## config.mk

```make
export PLATFORM = sky130hd
export DESIGN_NAME = dmcr_regs
export DESIGN_NICKNAME = d
export VERILOG_FILES = /design/src/rtl/dmcr_pkg.sv /design/src/rtl/dmcr_regs.sv
export SDC_FILE = /design/constraint.sdc
export NUM_CORES = 1
export LEC_CHECK = 0
export BUFFER_PORTS_ARGS = -buffer_cell sky130_fd_sc_hd__buf_2
export CAP_MARGIN = 20
export CORE_MARGIN = 2
export CORE_UTILIZATION = 54
export CTS_BUF_LIST = sky130_fd_sc_hd__clkbuf_8 sky130_fd_sc_hd__clkbuf_16
export CTS_CLUSTER_DIAMETER = 80
export CTS_CLUSTER_SIZE = 24
export DETAILED_ROUTE_END_ITERATION = 7
export PLACE_DENSITY = 0.78
export SLEW_MARGIN = 20
export SYNTH_ARGS = -nofsm -noshare
export SYNTH_HDL_FRONTEND = slang
export SYNTH_SLANG_ARGS = --single-unit
```

## constraint.sdc

```tcl
create_clock -name clk_i -period 1.7 [get_ports clk_i]
set_clock_uncertainty 0.05 [all_clocks]
set_input_delay 0.255 -clock clk_i [delete_from_list [all_inputs] [get_ports clk_i]]
set_output_delay 0.255 -clock clk_i [all_outputs]
set_load 0.01 [all_outputs]
```

## src/rtl/dmcr_pkg.sv

```systemverilog
// mode-control register bank constants, field layout and carrier types
// assumes a 7-bit register index and an 8-bit data path from the serial control engine
package dmcr_pkg;
  // register indices
  localparam logic [6:0] IDX_LEFT_ATTEN  = 7'h10;
  localparam logic [6:0] IDX_RIGHT_ATTEN = 7'h11;
  localparam logic [6:0] IDX_FMT_EMPH    = 7'h12;
  localparam logic [6:0] IDX_OUT_FILT    = 7'h13;
  localparam logic [6:0] IDX_SYS_MODE    = 7'h14;
  localparam logic [6:0] IDX_ZERO_OUT    = 7'h15;
  localparam logic [6:0] IDX_ZERO_STAT   = 7'h16;
  // reset values
  localparam logic [7:0] RST_ATTEN    = 8'hFF;
  localparam logic [7:0] RST_FMT_EMPH = 8'h50;
  localparam logic [7:0] RST_OUT_FILT = 8'h00;
  localparam logic [7:0] RST_SYS_MODE = 8'h00;
  localparam logic [7:0] RST_ZERO_OUT = 8'h01;
  // writable bit masks, reserved bits read zero
  localparam logic [7:0] MSK_SYS_MODE = 8'h7F;
  localparam logic [7:0] MSK_ZERO_OUT = 8'h07;
  // highest attenuation code that means full mute
  localparam logic [7:0] ATTEN_MUTE_MAX = 8'h0E;
  // format/emphasis register fields
  localparam int B_LOAD = 7;
  localparam int B_FMT  = 4;
  localparam int B_DRATE = 2;
  localparam int B_DEMPH = 1;
  localparam int B_MUTE = 0;
  // output/filter register fields
  localparam int B_REV  = 7;
  localparam int B_ATS  = 5;
  localparam int B_OPE  = 4;
  localparam int B_ZOE  = 3;
  localparam int B_BYPASS_STEREO_SEL = 2;
  localparam int B_FLT  = 1;
  localparam int B_INZ  = 0;
  // system mode register fields
  localparam int B_SOFT_SYSTEM_RESET = 6;
  localparam int B_BITS = 5;
  localparam int B_BYP  = 4;
  localparam int B_SINGLE_CHANNEL_MODE = 3;
  localparam int B_SINGLE_CHANNEL_MODE_CHANNEL_SEL = 2;
  localparam int B_OS   = 0;
  // zero output register fields
  localparam int B_DZ   = 1;
  localparam int B_PCM_ZERO_OUT_EN = 0;

  // settings handed to the datapath
  typedef struct packed {
    logic [2:0] input_format_sel;
    logic [1:0] emphasis_rate_sel;
    logic       emphasis_enable;
    logic       soft_mute_en;
    logic [1:0] fir_perf_sel;
    logic       phase_invert;
    logic [1:0] atten_speed_sel;
    logic       converter_disable;
    logic       zero_pin_output_sel;
    logic       bypass_stereo_sel;
    logic       rolloff_sel;
    logic       infinite_zero_mute_en;
    logic       soft_system_reset;
    logic       bitstream_mode_en;
    logic       filter_bypass_en;
    logic       single_channel_mode;
    logic       single_channel_mode_channel_sel;
    logic [1:0] oversample_rate_sel;
    logic [1:0] fir_rate_sel;
    logic       pcm_zero_out_en;
    logic [1:0] bitstream_zero_out_en;
  } dmcr_ctrl_t;

  // one register access from the serial engine
  typedef struct packed {
    logic       stb;
    logic       wr;
    logic [6:0] idx;
    logic [7:0] wdata;
  } dmcr_acc_t;
endpackage : dmcr_pkg

```

## src/rtl/dmcr_regs.sv

```systemverilog
// mode-control register bank of a stereo audio converter
// assumes the serial control engine runs on clk_i and presents one
// decoded register access per strobe; zero-detect comes from the datapath
// on the same clock
//
// Functional notes
// RULE1 - eight-bit attenuation per channel, resets 0 dB
// RULE2 - attenuation load bit, resets disabled
// RULE3 - three-bit input format, resets 24-bit I2S
// RULE4 - emphasis rate field and enable, reset off
// RULE5 - bitstream mode: rate field selects FIR performance
// RULE6 - bitstream mode: oversample field selects FIR rate
// RULE7 - soft mute bit, resets disabled
// RULE8 - phase reversal bit, resets normal
// RULE9 - two-bit attenuation speed, resets full rate
// RULE10 - converter operation bit, resets enabled
// RULE11 - shared pins: bitstream input or zero flags
// RULE12 - bypass single_channel_mode/stereo select, resets monaural
// RULE13 - rolloff select, resets sharp
// RULE14 - infinite-zero mute enable, resets disabled
// RULE15 - system reset control bit, resets normal
// RULE16 - bitstream interface enable, resets disabled
// RULE17 - internal filter bypass bit, resets filter on
// RULE18 - single_channel_mode mode and channel select, reset stereo/left
// RULE19 - oversampling rate field, resets 64 times
// RULE20 - PCM zero out on, bitstream zero out off
// RULE21 - read-only per-channel zero flags
// RULE22 - settings reachable only through serial control
// RULE23 - load bit low keeps applied attenuation
// RULE24 - codes 0 to 14 mean infinite attenuation
`timescale 1ns/1ps
`default_nettype none

module dmcr_regs
  import dmcr_pkg::*;
(
  // clock and reset
  input  wire logic       clk_i,
  input  wire logic       nrst_i,
  // register access from the serial control engine
  input  wire dmcr_acc_t  acc_i,
  output logic            acc_ack_o,
  output logic [7:0]      acc_rdata_o,
  // zero detection from the datapath
  input  wire logic [1:0] zero_det_i,
  // settings to the datapath
  output var dmcr_ctrl_t  ctrl_o,
  output logic [7:0]      left_atten_level_o,
  output logic [7:0]      right_atten_level_o,
  output logic            left_atten_mute_o,
  output logic            right_atten_mute_o
);

  // ----------------------------------------------------------------
  // helpers
  // ----------------------------------------------------------------

  // write strobe for one index
  function automatic logic wr_hit(input dmcr_acc_t a, input logic [6:0] idx);
    wr_hit = a.stb & a.wr & (a.idx == idx);
  endfunction : wr_hit

  // codes at or below the mute threshold give infinite attenuation
  function automatic logic atten_is_mute(input logic [7:0] code);
    atten_is_mute = (code <= ATTEN_MUTE_MAX);
  endfunction : atten_is_mute

  // ----------------------------------------------------------------
  // register storage
  // ----------------------------------------------------------------
  logic [7:0] left_atten_ff;
  logic [7:0] right_atten_ff;
  logic [7:0] fmt_emph_ff;
  logic [7:0] out_filt_ff;
  logic [7:0] sys_mode_ff;
  logic [7:0] zero_out_ff;
  logic [7:0] applied_left_ff;
  logic [7:0] applied_right_ff;
  logic       ack_ff;
  logic [7:0] rdata_ff;
  dmcr_ctrl_t ctrl_ff;
  logic       left_mute_ff;
  logic       right_mute_ff;
  logic [7:0] nxt_rdata;
  dmcr_ctrl_t nxt_ctrl;

  // RULE22 only serial writes
  // attenuation registers, read back as written
  // RULE1 attenuation storage
  always_ff @(posedge clk_i or negedge nrst_i) begin
    if (!nrst_i) begin
      left_atten_ff  <= RST_ATTEN;
      right_atten_ff <= RST_ATTEN;
    end else begin
      if (wr_hit(acc_i, IDX_LEFT_ATTEN)) begin
        left_atten_ff <= acc_i.wdata;
      end
      if (wr_hit(acc_i, IDX_RIGHT_ATTEN)) begin
        right_atten_ff <= acc_i.wdata;
      end
    end
  end

  // applied attenuation follows a write only while loading is enabled;
  // a write made while disabled is not replayed when loading turns on
  // RULE23 load gating
  always_ff @(posedge clk_i or negedge nrst_i) begin
    if (!nrst_i) begin
      applied_left_ff  <= RST_ATTEN;
      applied_right_ff <= RST_ATTEN;
    end else begin
      if (wr_hit(acc_i, IDX_LEFT_ATTEN) && fmt_emph_ff[B_LOAD]) begin
        applied_left_ff <= acc_i.wdata;
      end
      if (wr_hit(acc_i, IDX_RIGHT_ATTEN) && fmt_emph_ff[B_LOAD]) begin
        applied_right_ff <= acc_i.wdata;
      end
    end
  end

  // mode registers; reserved bits are masked so they read zero
  // RULE2 RULE3 RULE4 RULE7 mode bytes
  always_ff @(posedge clk_i or negedge nrst_i) begin
    if (!nrst_i) begin
      fmt_emph_ff <= RST_FMT_EMPH;
      out_filt_ff <= RST_OUT_FILT;
      sys_mode_ff <= RST_SYS_MODE;
      zero_out_ff <= RST_ZERO_OUT;
    end else begin
      if (wr_hit(acc_i, IDX_FMT_EMPH)) begin
        fmt_emph_ff <= acc_i.wdata;
      end
      if (wr_hit(acc_i, IDX_OUT_FILT)) begin
        out_filt_ff <= acc_i.wdata;
      end
      if (wr_hit(acc_i, IDX_SYS_MODE)) begin
        sys_mode_ff <= acc_i.wdata & MSK_SYS_MODE;
      end
      if (wr_hit(acc_i, IDX_ZERO_OUT)) begin
        zero_out_ff <= acc_i.wdata & MSK_ZERO_OUT;
      end
    end
  end

  // ----------------------------------------------------------------
  // read path
  // ----------------------------------------------------------------

  // unmapped indices read zero; status is live, never latched
  // RULE21 zero flags
  always_comb begin
    case (acc_i.idx)
      IDX_LEFT_ATTEN:  nxt_rdata = left_atten_ff;
      IDX_RIGHT_ATTEN: nxt_rdata = right_atten_ff;
      IDX_FMT_EMPH:    nxt_rdata = fmt_emph_ff;
      IDX_OUT_FILT:    nxt_rdata = out_filt_ff;
      IDX_SYS_MODE:    nxt_rdata = sys_mode_ff;
      IDX_ZERO_OUT:    nxt_rdata = zero_out_ff;
      IDX_ZERO_STAT:   nxt_rdata = {6'h00, zero_det_i};
      default:         nxt_rdata = 8'h00;
    endcase
  end

  // answer one cycle after any strobe; data only changes on reads
  always_ff @(posedge clk_i or negedge nrst_i) begin
    if (!nrst_i) begin
      ack_ff   <= 1'b0;
      rdata_ff <= 8'h00;
    end else begin
      ack_ff <= acc_i.stb;
      if (acc_i.stb && !acc_i.wr) begin
        rdata_ff <= nxt_rdata;
      end
    end
  end

  // ----------------------------------------------------------------
  // settings decode
  // ----------------------------------------------------------------

  // bitstream mode reuses two fields for the analog FIR; the PCM
  // meaning is forced off there so the datapath never sees both
  always_comb begin
    nxt_ctrl = '0;
    // RULE3 format select
    nxt_ctrl.input_format_sel      = fmt_emph_ff[B_FMT +: 3];
    nxt_ctrl.emphasis_enable       = fmt_emph_ff[B_DEMPH];
    // RULE7 soft mute
    nxt_ctrl.soft_mute_en          = fmt_emph_ff[B_MUTE];
    // RULE8 phase reversal
    nxt_ctrl.phase_invert          = out_filt_ff[B_REV];
    // RULE9 speed select
    nxt_ctrl.atten_speed_sel       = out_filt_ff[B_ATS +: 2];
    // RULE10 converter control
    nxt_ctrl.converter_disable     = out_filt_ff[B_OPE];
    // RULE11 shared pin role
    nxt_ctrl.zero_pin_output_sel   = out_filt_ff[B_ZOE];
    // RULE12 bypass stereo
    nxt_ctrl.bypass_stereo_sel     = out_filt_ff[B_BYPASS_STEREO_SEL];
    // RULE13 rolloff select
    nxt_ctrl.rolloff_sel           = out_filt_ff[B_FLT];
    // RULE14 infinite-zero mute
    nxt_ctrl.infinite_zero_mute_en = out_filt_ff[B_INZ];
    // RULE15 system reset
    nxt_ctrl.soft_system_reset     = sys_mode_ff[B_SOFT_SYSTEM_RESET];
    // RULE16 bitstream enable
    nxt_ctrl.bitstream_mode_en     = sys_mode_ff[B_BITS];
    // RULE17 filter bypass
    nxt_ctrl.filter_bypass_en      = sys_mode_ff[B_BYP];
    // RULE18 single_channel_mode and channel
    nxt_ctrl.single_channel_mode   = sys_mode_ff[B_SINGLE_CHANNEL_MODE];
    nxt_ctrl.single_channel_mode_channel_sel      = sys_mode_ff[B_SINGLE_CHANNEL_MODE_CHANNEL_SEL];
    // RULE20 zero output enables
    nxt_ctrl.pcm_zero_out_en       = zero_out_ff[B_PCM_ZERO_OUT_EN];
    nxt_ctrl.bitstream_zero_out_en = zero_out_ff[B_DZ +: 2];
    if (sys_mode_ff[B_BITS]) begin
      // RULE5 FIR performance
      nxt_ctrl.fir_perf_sel = fmt_emph_ff[B_DRATE +: 2];
      // RULE6 FIR rate
      nxt_ctrl.fir_rate_sel = sys_mode_ff[B_OS +: 2];
    end else begin
      // RULE4 emphasis rate
      nxt_ctrl.emphasis_rate_sel   = fmt_emph_ff[B_DRATE +: 2];
      // RULE19 oversampling rate
      nxt_ctrl.oversample_rate_sel = sys_mode_ff[B_OS +: 2];
    end
  end

  // registered so every datapath setting leaves from a flop
  always_ff @(posedge clk_i or negedge nrst_i) begin
    if (!nrst_i) begin
      ctrl_ff <= '0;
    end else begin
      ctrl_ff <= nxt_ctrl;
    end
  end

  // RULE24 mute decode
  always_ff @(posedge clk_i or negedge nrst_i) begin
    if (!nrst_i) begin
      left_mute_ff  <= 1'b0;
      right_mute_ff <= 1'b0;
    end else begin
      left_mute_ff  <= atten_is_mute(applied_left_ff);
      right_mute_ff <= atten_is_mute(applied_right_ff);
    end
  end

  // outputs
  assign acc_ack_o           = ack_ff;
  assign acc_rdata_o         = rdata_ff;
  assign ctrl_o              = ctrl_ff;
  assign left_atten_level_o  = applied_left_ff;
  assign right_atten_level_o = applied_right_ff;
  assign left_atten_mute_o   = left_mute_ff;
  assign right_atten_mute_o  = right_mute_ff;

  // ----------------------------------------------------------------
  // checks
  // ----------------------------------------------------------------

  property p_load_applies;
    @(posedge clk_i) disable iff (!nrst_i)
    (wr_hit(acc_i, IDX_LEFT_ATTEN) && fmt_emph_ff[B_LOAD])
      |=> (left_atten_level_o == $past(acc_i.wdata));
  endproperty
  a_load_applies: assert property (p_load_applies) // RULE1
    else $error("left attenuation not applied");

  property p_load_blocked;
    @(posedge clk_i) disable iff (!nrst_i)
    (wr_hit(acc_i, IDX_RIGHT_ATTEN) && !fmt_emph_ff[B_LOAD])
      |=> $stable(right_atten_level_o);
  endproperty
  a_load_blocked: assert property (p_load_blocked) // RULE23
    else $error("attenuation changed while load disabled");

  property p_mute_code;
    @(posedge clk_i) disable iff (!nrst_i)
    ##1 (left_atten_mute_o == ($past(left_atten_level_o) <= ATTEN_MUTE_MAX));
  endproperty
  a_mute_code: assert property (p_mute_code) // RULE24
    else $error("mute decode wrong");

  property p_mute_code_right;
    @(posedge clk_i) disable iff (!nrst_i)
    ##1 (right_atten_mute_o == ($past(right_atten_level_o) <= ATTEN_MUTE_MAX));
  endproperty
  a_mute_code_right: assert property (p_mute_code_right) // RULE24
    else $error("right mute decode wrong");

  property p_zero_read;
    @(posedge clk_i) disable iff (!nrst_i)
    (acc_i.stb && !acc_i.wr && acc_i.idx == IDX_ZERO_STAT)
      |=> (acc_rdata_o == {6'h00, $past(zero_det_i)}) && acc_ack_o;
  endproperty
  a_zero_read: assert property (p_zero_read) // RULE21
    else $error("zero flags misread");

  property p_bits_remap;
    @(posedge clk_i) disable iff (!nrst_i)
    sys_mode_ff[B_BITS] |=> (ctrl_o.emphasis_rate_sel == 2'h0)
      && (ctrl_o.fir_perf_sel == $past(fmt_emph_ff[B_DRATE +: 2]));
  endproperty
  a_bits_remap: assert property (p_bits_remap) // RULE5
    else $error("bitstream remap of rate field wrong");

  property p_os_remap;
    @(posedge clk_i) disable iff (!nrst_i)
    wr_hit(acc_i, IDX_SYS_MODE) ##1 !sys_mode_ff[B_BITS]
      |=> (ctrl_o.oversample_rate_sel == $past(acc_i.wdata[1:0], 2))
        && (ctrl_o.fir_rate_sel == 2'h0);
  endproperty
  a_os_remap: assert property (p_os_remap) // RULE19
    else $error("oversampling field not passed");

  // any read of the zero-output byte, so it needs no back-to-back traffic
  property p_reserved_zero;
    @(posedge clk_i) disable iff (!nrst_i)
    (acc_i.stb && !acc_i.wr && acc_i.idx == IDX_ZERO_OUT)
      |=> (acc_rdata_o[7:3] == 5'h00);
  endproperty
  a_reserved_zero: assert property (p_reserved_zero) // RULE20
    else $error("reserved bits read nonzero");

  property p_mode_path;
    @(posedge clk_i) disable iff (!nrst_i)
    wr_hit(acc_i, IDX_OUT_FILT) |-> ##2
      (ctrl_o.phase_invert == $past(acc_i.wdata[B_REV], 2))
      && (ctrl_o.converter_disable == $past(acc_i.wdata[B_OPE], 2));
  endproperty
  a_mode_path: assert property (p_mode_path) // RULE8
    else $error("output control not passed to datapath");

  property p_unmapped;
    @(posedge clk_i) disable iff (!nrst_i)
    (acc_i.stb && !acc_i.wr && (acc_i.idx < IDX_LEFT_ATTEN
      || acc_i.idx > IDX_ZERO_STAT)) |=> (acc_rdata_o == 8'h00);
  endproperty
  a_unmapped: assert property (p_unmapped) // RULE22
    else $error("unmapped index read nonzero");

  // the answer is one pulse per strobe; a stuck ack would hide lost accesses
  property p_ack_pulse;
    @(posedge clk_i) disable iff (!nrst_i)
    1'b1 |=> (acc_ack_o == $past(acc_i.stb));
  endproperty
  a_ack_pulse: assert property (p_ack_pulse) // RULE22
    else $error("access answer not one cycle after strobe");

  // format byte reaches the datapath two cycles after the write
  property p_fmt_path;
    @(posedge clk_i) disable iff (!nrst_i)
    wr_hit(acc_i, IDX_FMT_EMPH) |-> ##2
      (ctrl_o.input_format_sel == $past(acc_i.wdata[B_FMT +: 3], 2))
      && (ctrl_o.emphasis_enable == $past(acc_i.wdata[B_DEMPH], 2))
      && (ctrl_o.soft_mute_en == $past(acc_i.wdata[B_MUTE], 2));
  endproperty
  a_fmt_path: assert property (p_fmt_path) // RULE3
    else $error("format byte not passed to datapath");

  // mode bits that keep their meaning in every input mode
  property p_sys_path;
    @(posedge clk_i) disable iff (!nrst_i)
    wr_hit(acc_i, IDX_SYS_MODE) |-> ##2
      (ctrl_o.single_channel_mode == $past(acc_i.wdata[B_SINGLE_CHANNEL_MODE], 2))
      && (ctrl_o.single_channel_mode_channel_sel == $past(acc_i.wdata[B_SINGLE_CHANNEL_MODE_CHANNEL_SEL], 2))
      && (ctrl_o.filter_bypass_en == $past(acc_i.wdata[B_BYP], 2))
      && (ctrl_o.soft_system_reset == $past(acc_i.wdata[B_SOFT_SYSTEM_RESET], 2))
      && (ctrl_o.bitstream_mode_en == $past(acc_i.wdata[B_BITS], 2));
  endproperty
  a_sys_path: assert property (p_sys_path) // RULE18
    else $error("system mode byte not passed to datapath");

  // zero-output enables follow their byte
  property p_zero_out_path;
    @(posedge clk_i) disable iff (!nrst_i)
    wr_hit(acc_i, IDX_ZERO_OUT) |-> ##2
      (ctrl_o.pcm_zero_out_en == $past(acc_i.wdata[B_PCM_ZERO_OUT_EN], 2))
      && (ctrl_o.bitstream_zero_out_en == $past(acc_i.wdata[B_DZ +: 2], 2));
  endproperty
  a_zero_out_path: assert property (p_zero_out_path) // RULE20
    else $error("zero output enables not passed to datapath");

endmodule : dmcr_regs

`default_nettype wire

```

==> results.md, run 1 <==
* Rows at 30
* Layout cells sized above 1 at 61.8%
* Area grow syn2layout at 23.1%
* Remaining antenna violation count at 0
* Clk_lat worst skew at 0.37 ns
* Startpoint Class: register
* Setup Crit Path Kind: register to register
* Largest net degree at the start of global routing at 40
* Syn nets at 271
* YS warnings at 0
* Seq/Total Area, Yosys at 64.4%
* Fill cell count at 509
* H-Tree Depth at 3
* Initial antenna violation count at 0
* Hold/Removal Path Class: primary input to register
* Diode count at 0
* #FFs+latches synth at 98
* R2R Path Start: sys_mode_ff[0]$_DFFE_PN0P_
* Cells along the critical path: mux4_2, or2_2, a32o_1
* Max Fanout on Critical Path at 4
* Hold path cells at 2
* Pins Over Slew Limit at 0
* Mapped Area at 3870 sq um
* First-pass GRT wire length at 13,300 um
* Top FF cell, synth: dfrtp_1
* Die H at 88.7 um
* Worst EP required at 1.90 ns
* Final min period at 1.60 ns
* Post-synthesis cell type count at 39
* Starting density of the core at 56.4%
* Core Area at 6870 sq um
* Slew headroom at 69.5%
* DR WL/cell at 18.3 um
* Reg2reg setup slack at 0.1 ns
* Worst R2R End: acc_rdata_o[0]$_DFFE_PN0P_
* Status: finished, final reports clean
* Arrival time of the worst setup path at 1.80 ns
* CTS buffer count at 9
* Final core occ at 69.4%
* RD Place Congestion at 0.868
* # port buffers at 76
* Commonest non-fill, non-tap cell in the layout: buf_2
* Die footprint at 7870 sq um
* Via count at 2,460
* DRC violations left at 0
* Post-route clock period utilization at 94.1%
* GRT overflow at 0
* Gate count of the mapped netlist at 250
* Hold wc startpoint: acc_i[16]
* Die X-Extent at 88.7 um
* Clock root cell: clkbuf_8
* Vias per cell at 5.38
* Slew @ Worst Pin at 0.458 ns
* Total power at 4.19 mW
* CP max stage delay at 0.49 ns
* Vias in the first global route at 2,478
* Max Fclk at 0.625 GHz
* Crit. Startpoint: sys_mode_ff[0]$_DFFE_PN0P_
* Hold-fix buffers at CTS at 1
* Crit end category: register
* Routed WL at 8360 um
* Pre-CTS setup slack at -0.112 ns
* Worst setup margin at 0.0998 ns
* HPWL Detailed at 5890 um
* Number of flops mapped to enable cells by yosys at 0
* GRT Util Overall at 23.6%
* Commonest non-fill, non-tap cells in the layout: 75 x buf_2, 63 x dfrtp_1, 59 x mux2_2
* Ports at 77
* Syn Area/Cell at 15.5 sq um
* Max-cap violations at 0
* CTS Sinks at 98
* Delay-heaviest family, CP: multiplexers
* Worst-path clk slew at 0.09 ns
* Final #Nets at 377
* Final Hold Vio Count at 0
* Post-CTS setup buffer count at 0
* LEAKAGE at 2.42 nW
* Min Hold Slack at 0.0677 ns
* CTS tree: built
* Placed Cells at 440
* WP buf/inv at 0
* Post-CTS resize count at 0
* Crit-path slowest cell: mux4_2
* DRT Pass-1 Iters at 4
* RSZ-0062 raised after global routing: false
* Ys async rst share at 100%
* Hold EP: acc_ack_o$_DFF_PN0_
* Non-Filler Instances at 457
* Pwr/cell area at 878 nW/um^2
* Final Setup Violations at 0
* VDD IR-drop max at 0.575 mV
* Max Root-Sink Buffers at 2
* Cells on worst reg2reg path at 3
* Initial drt markers at 138
-- cell type report --
class	instances	area, sq um	share of cell area [%]
sequential	98	2500	52.3
multi-input combinational	143	1330	27.8
timing repair buffer	103	638	13.4
clock buffer	11	151	3.18
tap	96	120	2.52
clock inverter	5	31.3	0.656
inverter	1	3.75	0.0787
-- report_power, final --
group | internal (mW) | total (mW) | switching, mW
clock network | 0.604 | 1.38 | 0.773
registers | 2.43 | 2.47 | 0.0457
logic | 0.151 | 0.335 | 0.184
total | 3.18 | 4.19 | 1.00
-- layer usage --
layer  vias up  global-route usage, %  part of all wire (%)
met4         0                   8.40                   2.0
met3        16                   5.50                   5.3
met2        74                   39.3                    50
li1       1124                      -                     -
met1      1246                   30.4                    42
met5         -                      0                     0
-- cell usage after synthesis (2+ instances only) --
| master | number | area (sq um) |
|---|---|---|
| or2_2 | 2 | 12.5 |
| nand4b_1 | 2 | 17.5 |
| a41oi_1 | 2 | 17.5 |
| mux4_2 | 3 | 67.6 |
| nand3_1 | 2 | 10.0 |
| and2_1 | 4 | 25.0 |
| o211ai_1 | 2 | 15.0 |
| o221ai_1 | 3 | 26.3 |
| nand2b_1 | 4 | 25.0 |
| nor2_2 | 2 | 12.5 |
| dfrtp_1 | 63 | 1580 |
| nor2b_1 | 5 | 31.3 |
| nand2_1 | 8 | 30.0 |
| mux2i_1 | 12 | 120 |
| dfstp_2 | 35 | 920 |
| buf_2 | 4 | 20.0 |
| clkbuf_1 | 2 | 7.51 |
| a32o_1 | 3 | 30.0 |
| mux2_2 | 59 | 664 |
| a22o_1 | 2 | 17.5 |
| nor2_1 | 8 | 30.0 |
| or2_4 | 2 | 17.5 |
| a21oi_1 | 4 | 20.0 |
| or4_1 | 2 | 15.0 |
-- how the worst max path moves through the flow --
stage / slack [ns] / to / cells past startpoint
6_report: 0.1 / acc_rdata_o[0]$_DFFE_PN0P_ / 3
5_1_grt: 0.05 / acc_rdata_o[0]$_DFFE_PN0P_ / 3
4_1_cts: 0.09 / acc_rdata_o[0]$_DFFE_PN0P_ / 3
3_5_place_dp: -0.11 / sys_mode_ff[1]$_DFFE_PN0P_ / 6
3_3_place_gp: -0.09 / sys_mode_ff[5]$_DFFE_PN0P_ / 6
2_1_floorplan: 0.05 / right_atten_level_o[0]$_DFFE_PN1P_ / 5
-- stage by stage --
stage	cell area, sq um	TNS (ns)
final	4770	0
after global routing	4770	0
after CTS	4770	0
after detailed placement	4580	-1.48
after global placement	4580	-0.906
after floorplan	3870	0
-- sequential cells by signal, summed over array words and instances (netlist names), 8 cells and up --
register,count
ctrl_o,29
acc_rdata_o,8
fmt_emph_ff,8
left_atten_level_o,8
out_filt_ff,8
left_atten_ff,8
right_atten_ff,8
right_atten_level_o,8
-- cells by family after synthesis --
family	Yosys count	share of synthesized area (%)
compound gates	19	3.88
buf+inv	9	1.29
flops	98	64.4
mux	74	22.0
simple gates	50	8.40
Power figures use the tool's default switching activity.
==> run 2: changes to the inputs <==
--- a/config.mk
+++ b/config.mk
@@ -10,7 +10,6 @@
 export CORE_MARGIN = 2
 export CORE_UTILIZATION = 54
 export CTS_BUF_LIST = sky130_fd_sc_hd__clkbuf_8 sky130_fd_sc_hd__clkbuf_16
-export CTS_CLUSTER_DIAMETER = 80
 export CTS_CLUSTER_SIZE = 24
 export DETAILED_ROUTE_END_ITERATION = 7
 export PLACE_DENSITY = 0.78
@@ -18,3 +17,4 @@
 export SYNTH_ARGS = -nofsm -noshare
 export SYNTH_HDL_FRONTEND = slang
 export SYNTH_SLANG_ARGS = --single-unit
+export TNS_END_PERCENT = 10
==> constraint.sdc (replaced) <==
create_clock -name clk_i -period 1.8 [get_ports clk_i]
set_clock_uncertainty 0.05 [all_clocks]
set_input_delay 0.27 -clock clk_i [delete_from_list [all_inputs] [get_ports clk_i]]
set_output_delay 0.27 -clock clk_i [all_outputs]
set_load 0.01 [all_outputs]
==> results.md, run 2 (synthesis results as in run 1) <==
* Initial antenna violation count at 0
* Seq pwr share at 57.2%
* Hold EP: acc_ack_o$_DFF_PN0_
* Final instance area at 4760 sq um
* Max Fanout on Critical Path at 4
* Layout cells sized above 1 at 61.8%
* FF/Latch Area at 2500 sq um
* Pins Over Slew Limit at 0
* M2 GR Usage at 36.4%
* Die footprint at 7870 sq um
* Max FFs per register at 29
* Cells along the critical path: mux4_2, or2_2, a32o_1
* M1 GR Usage at 31.7%
* Clk_lat worst skew at 0.36 ns
* VDD IR-drop max at 0.568 mV
* Via count at 2,447
* Worst setup margin at 0.173 ns
* Clock root cell: clkbuf_8
* Final min period at 1.63 ns
* Vias per cell at 5.38
* Hold wc startpoint: acc_i[16]
* Final Hold Vio Count at 0
* DRT Pass-1 Iters at 4
* Switching pwr at 0.941 mW
* Worst EP required at 2.00 ns
* Max-cap violations at 0
* Setup Crit Path Kind: register to register
* Max Fclk at 0.614 GHz
* Pre-CTS setup slack at -0.122 ns
* Slew @ Worst Pin at 0.502 ns
* Final Setup Violations at 0
* Core Area at 6870 sq um
* Arrival time of the worst setup path at 1.82 ns
* Reg2reg setup slack at 0.17 ns
* Worst-path clk slew at 0.09 ns
* R2R Path Start: sys_mode_ff[0]$_DFFE_PN0P_
* CTS buffer count at 9
* Die H at 88.7 um
* Switch share at 23.0%
* CP max stage delay at 0.49 ns
* Rows at 30
* DRC violations left at 0
* Pwr/cell area at 857 nW/um^2
* Total power at 4.08 mW
* Placed inst area at 4550 sq um
* Routed WL at 8210 um
* # port buffers at 76
* HPWL Detailed at 5570 um
* RD Place Congestion at 0.843
* Slew headroom at 66.5%
* CTS Sinks at 98
* Combinational Power Share at 7.6%
* GRT overflow at 0
* RSZ-0062 raised after global routing: false
* Commonest non-fill, non-tap cells in the layout: 75 x buf_2, 63 x dfrtp_1, 59 x mux2_2
* Final #Nets at 375
* Remaining antenna violation count at 0
* Crit end category: register
* Min Hold Slack at 0.0927 ns
* Setup TNS at 0 ns
* Fill cell count at 499
* Post-CTS resize count at 0
* Hold/Removal Path Class: primary input to register
* Area grow syn2layout at 23.0%
* Status: finished, final reports clean
* GRT Util Overall at 22.7%
* Clock Power Share at 35.2%
* Starting density of the core at 56.4%
* Largest net degree at the start of global routing at 99
* Crit-path slowest cell: mux4_2
* Commonest non-fill, non-tap cell in the layout: buf_2
* Internal power at 3.14 mW
* Area of the multi-input gates at 1330 sq um
* Vias in the first global route at 2,486
* Die X-Extent at 88.7 um
* H-Tree Depth at 3
* Gr busiest metal: met2
* Diode count at 0
* First-pass GRT wire length at 13,000 um
* Hold path cells at 2
* Ports at 77
* Initial drt markers at 213
* CTS tree: built
* DR WL/cell at 18.0 um
* LEAKAGE at 2.42 nW
* Cells on worst reg2reg path at 3
* Max Root-Sink Buffers at 2
* Startpoint Class: register
* Worst R2R End: acc_rdata_o[0]$_DFFE_PN0P_
* GR Layer Usage met3 at 3.54%
* Post-route clock period utilization at 90.4%
==> run 2: cell count changes in the layout (fill, tap and decap cells not counted) <==
cell / previous run / this run
buf_12: 4 / 3
buf_4: 23 / 22
bufinv_16: 0 / 1
clkinv_2: 0 / 1
clkinvlp_4: 2 / 1
inv_1: 3 / 2
==> run 2: metrics by stage <==
stage / utilization [%] / cells
finish: 69.4 / 455
detailed placement: 66.2 / 438
floorplan: - / 250
global placement: 66.2 / 438
CTS: 69.4 / 455
global route: 69.4 / 455
==> run 2: worst max path at each step <==
stage                               start                                  to  slack (ns)  cells past startpoint
5_1_grt                         acc_i[13]          sys_mode_ff[6]$_DFFE_PN0P_        0.12                      6
3_3_place_gp                    acc_i[13]          sys_mode_ff[5]$_DFFE_PN0P_       -0.11                      6
3_5_place_dp                    acc_i[13]          sys_mode_ff[6]$_DFFE_PN0P_       -0.12                      6
6_report       sys_mode_ff[0]$_DFFE_PN0P_          acc_rdata_o[0]$_DFFE_PN0P_        0.17                      3
2_1_floorplan                    acc_i[8]  right_atten_level_o[0]$_DFFE_PN1P_        0.13                      5
4_1_cts        sys_mode_ff[0]$_DFFE_PN0P_          acc_rdata_o[0]$_DFFE_PN0P_        0.18                      3
==> run 2: final cells by class <==
class                      count  share of cell area (%)
clock buffer                  11                    3.18
inverter                       1                  0.0788
sequential                    98                    52.4
clock inverter                 5                    1.16
multi-input combinational    143                    27.9
tap                           96                    2.52
timing repair buffer         101                    12.8
==> run 2: critical path: cells and delay by family, from the launching register on <==
| family | cells | cell delay (ns) |
|---|---|---|
| flip-flops | 1 | 0.42 |
| multiplexers | 1 | 0.49 |
| AO/OA/AOI/OAI | 1 | 0.26 |
| AND/OR/NAND/NOR | 1 | 0.29 |
==> run 2: power by group through the flow <==
stage	clock, mW	sequential [mW]	combinational (mW)
final	1.44	2.34	0.310
after global routing	1.57	2.34	0.342
after CTS	1.48	2.34	0.314
after detailed placement	0	2.38	0.311
after global placement	0	2.37	0.304
after floorplan	0	2.38	0.124
==> run 2: metal layers <==
layer,up-vias,part of all wire [%]
li1,1121,-
met1,1236,45
met2,77,49
met3,13,4.4
met4,0,1.6
met5,-,0
==> run 2: repair_timing <==
| action | CTS | global route |
|---|---|---|
| hold buffers | 1 | 0 |
| setup buffers | 0 | 0 |
| setup endpoints to repair | 0 | 0 |
| endpoints found under the hold margin | 63 | 0 |
==> run 3: changes to the inputs <==
--- a/config.mk
+++ b/config.mk
@@ -5,7 +5,7 @@
 export SDC_FILE = /design/constraint.sdc
 export NUM_CORES = 1
 export LEC_CHECK = 0
-export BUFFER_PORTS_ARGS = -buffer_cell sky130_fd_sc_hd__buf_2
+export BUFFER_PORTS_ARGS = -buffer_cell sky130_fd_sc_hd__buf_4
 export CAP_MARGIN = 20
 export CORE_MARGIN = 2
 export CORE_UTILIZATION = 54
==> results.md, run 3 (synthesis results as in run 1) <==
* Diode count at 0
* Final Setup Violations at 0
* Vias per cell at 5.46
* Max FFs per register at 29
* Die X-Extent at 88.7 um
* Pins Over Slew Limit at 0
* Slew @ Worst Pin at 0.497 ns
* RSZ-0062 raised after global routing: false
* Arrival time of the worst setup path at 1.83 ns
* Die H at 88.7 um
* GR Layer Usage met3 at 4.29%
* Largest net degree at the start of global routing at 99
* CTS tree: built
* Via count at 2,447
* CTS Sinks at 98
* Post-route clock period utilization at 90.9%
* WP buf/inv at 0
* Initial drt markers at 158
* Hold/Removal Path Class: primary input to register
* Hold path cells at 2
* Routed WL at 8240 um
* DR WL/cell at 18.4 um
* GRT Util Overall at 22.2%
* Slew headroom at 66.8%
* Crit-path slowest cell: mux4_2
* Max Fclk at 0.611 GHz
* M1 GR Usage at 29.4%
* Final min period at 1.64 ns
* Die footprint at 7870 sq um
* Final core occ at 71.3%
* Gr busiest metal: met2
* Remaining antenna violation count at 0
* Initial antenna violation count at 0
* Starting density of the core at 56.4%
* Commonest non-fill, non-tap cell in the layout: buf_4
* Worst setup margin at 0.164 ns
* Cells along the critical path: mux4_2, or2_2, a32o_1
* Max Root-Sink Buffers at 2
* H-Tree Depth at 3
* Pre-CTS setup slack at -0.0326 ns
* CP max stage delay at 0.50 ns
* Setup Crit Path Kind: register to register
* GRT overflow at 0
* Cells on worst reg2reg path at 3
* # port buffers at 76
* Rows at 30
* Ports at 77
* Clk_lat worst skew at 0.35 ns
* Commonest non-fill, non-tap cells in the layout: 88 x buf_4, 63 x dfrtp_1, 59 x mux2_2
* First-pass GRT wire length at 12,800 um
* Worst-path clk slew at 0.09 ns
* Final Hold Vio Count at 0
* Crit end category: register
* M2 GR Usage at 37.3%
* CTS buffer count at 9
* DRC violations left at 0
* Post-CTS setup buffer count at 0
* VDD IR-drop max at 0.461 mV
* Status: finished, final reports clean
* Core Area at 6870 sq um
* Area grow syn2layout at 26.4%
* Max Fanout on Critical Path at 4
* Clock root cell: clkbuf_8
* HPWL Detailed at 5550 um
* Non-Filler Instances at 448
* Delay-heaviest family, CP: multiplexers
* Placed Cells at 430
* Final #Nets at 368
* Vias in the first global route at 2,490
* Max-cap violations at 0
* Startpoint Class: register
* Pwr/cell area at 822 nW/um^2
* LEAKAGE at 2.39 nW
* Reg2reg setup slack at 0.16 ns
* Worst EP required at 2.00 ns
* WP depth at 3
* Layout cells sized above 1 at 60.2%
* DRT Pass-1 Iters at 4
* RD Place Congestion at 0.841
==> run 3: where the power goes <==
group / total (mW) / switching (mW) / internal (mW)
clock network: 1.36 / 0.731 / 0.628
logic: 0.328 / 0.169 / 0.159
registers: 2.34 / 0.0439 / 2.29
==> run 3: worst paths after layout <==
check / startpoint / endpoint
min in group asynchronous: nrst_i / ctrl_o[4]$_DFF_PN0_
max: sys_mode_ff[1]$_DFFE_PN0P_ / acc_rdata_o[1]$_DFFE_PN0P_
max in group asynchronous: nrst_i / left_atten_ff[3]$_DFFE_PN1P_
min reg2reg: out_filt_ff[0]$_DFFE_PN0P_ / ctrl_o[12]$_DFF_PN0_
max reg2reg: sys_mode_ff[1]$_DFFE_PN0P_ / acc_rdata_o[1]$_DFFE_PN0P_
min: acc_i[7] / right_atten_level_o[7]$_DFFE_PN1P_
==> run 3: stage by stage <==
step           power [mW]  hold WS, ns  instance area [sq um]  setup TNS [ns]
2_1_floorplan        2.50      -0.0756                   3870               0
3_3_place_gp         2.69        0.308                   4690         -0.0985
3_5_place_dp         2.71        0.311                   4690          -0.196
4_1_cts              4.05        0.144                   4900               0
5_1_grt              4.16        0.162                   4900               0
6_report             4.02        0.155                   4900               0
==> run 3: metal layers <==
layer,vias up,share of wire (%)
met5,-,0
met4,0,0.97
met3,7,5.2
met2,88,49
met1,1251,44
li1,1101,-
==> run 3: what timing repair did <==
item,CTS,global route
hold buffers,2,0
resized for setup,0,0
hold endpoints to repair,64,0
==> run 3: layout make-up <==
class | count | area, sq um
repair buffers | 94 | 761
well taps | 96 | 120
clock inverters | 7 | 63.8
multi-input cells | 143 | 1330
fillers | 514 | 1970
flip-flops and latches | 98 | 2500
inverters | 1 | 3.75
clock buffers | 9 | 124
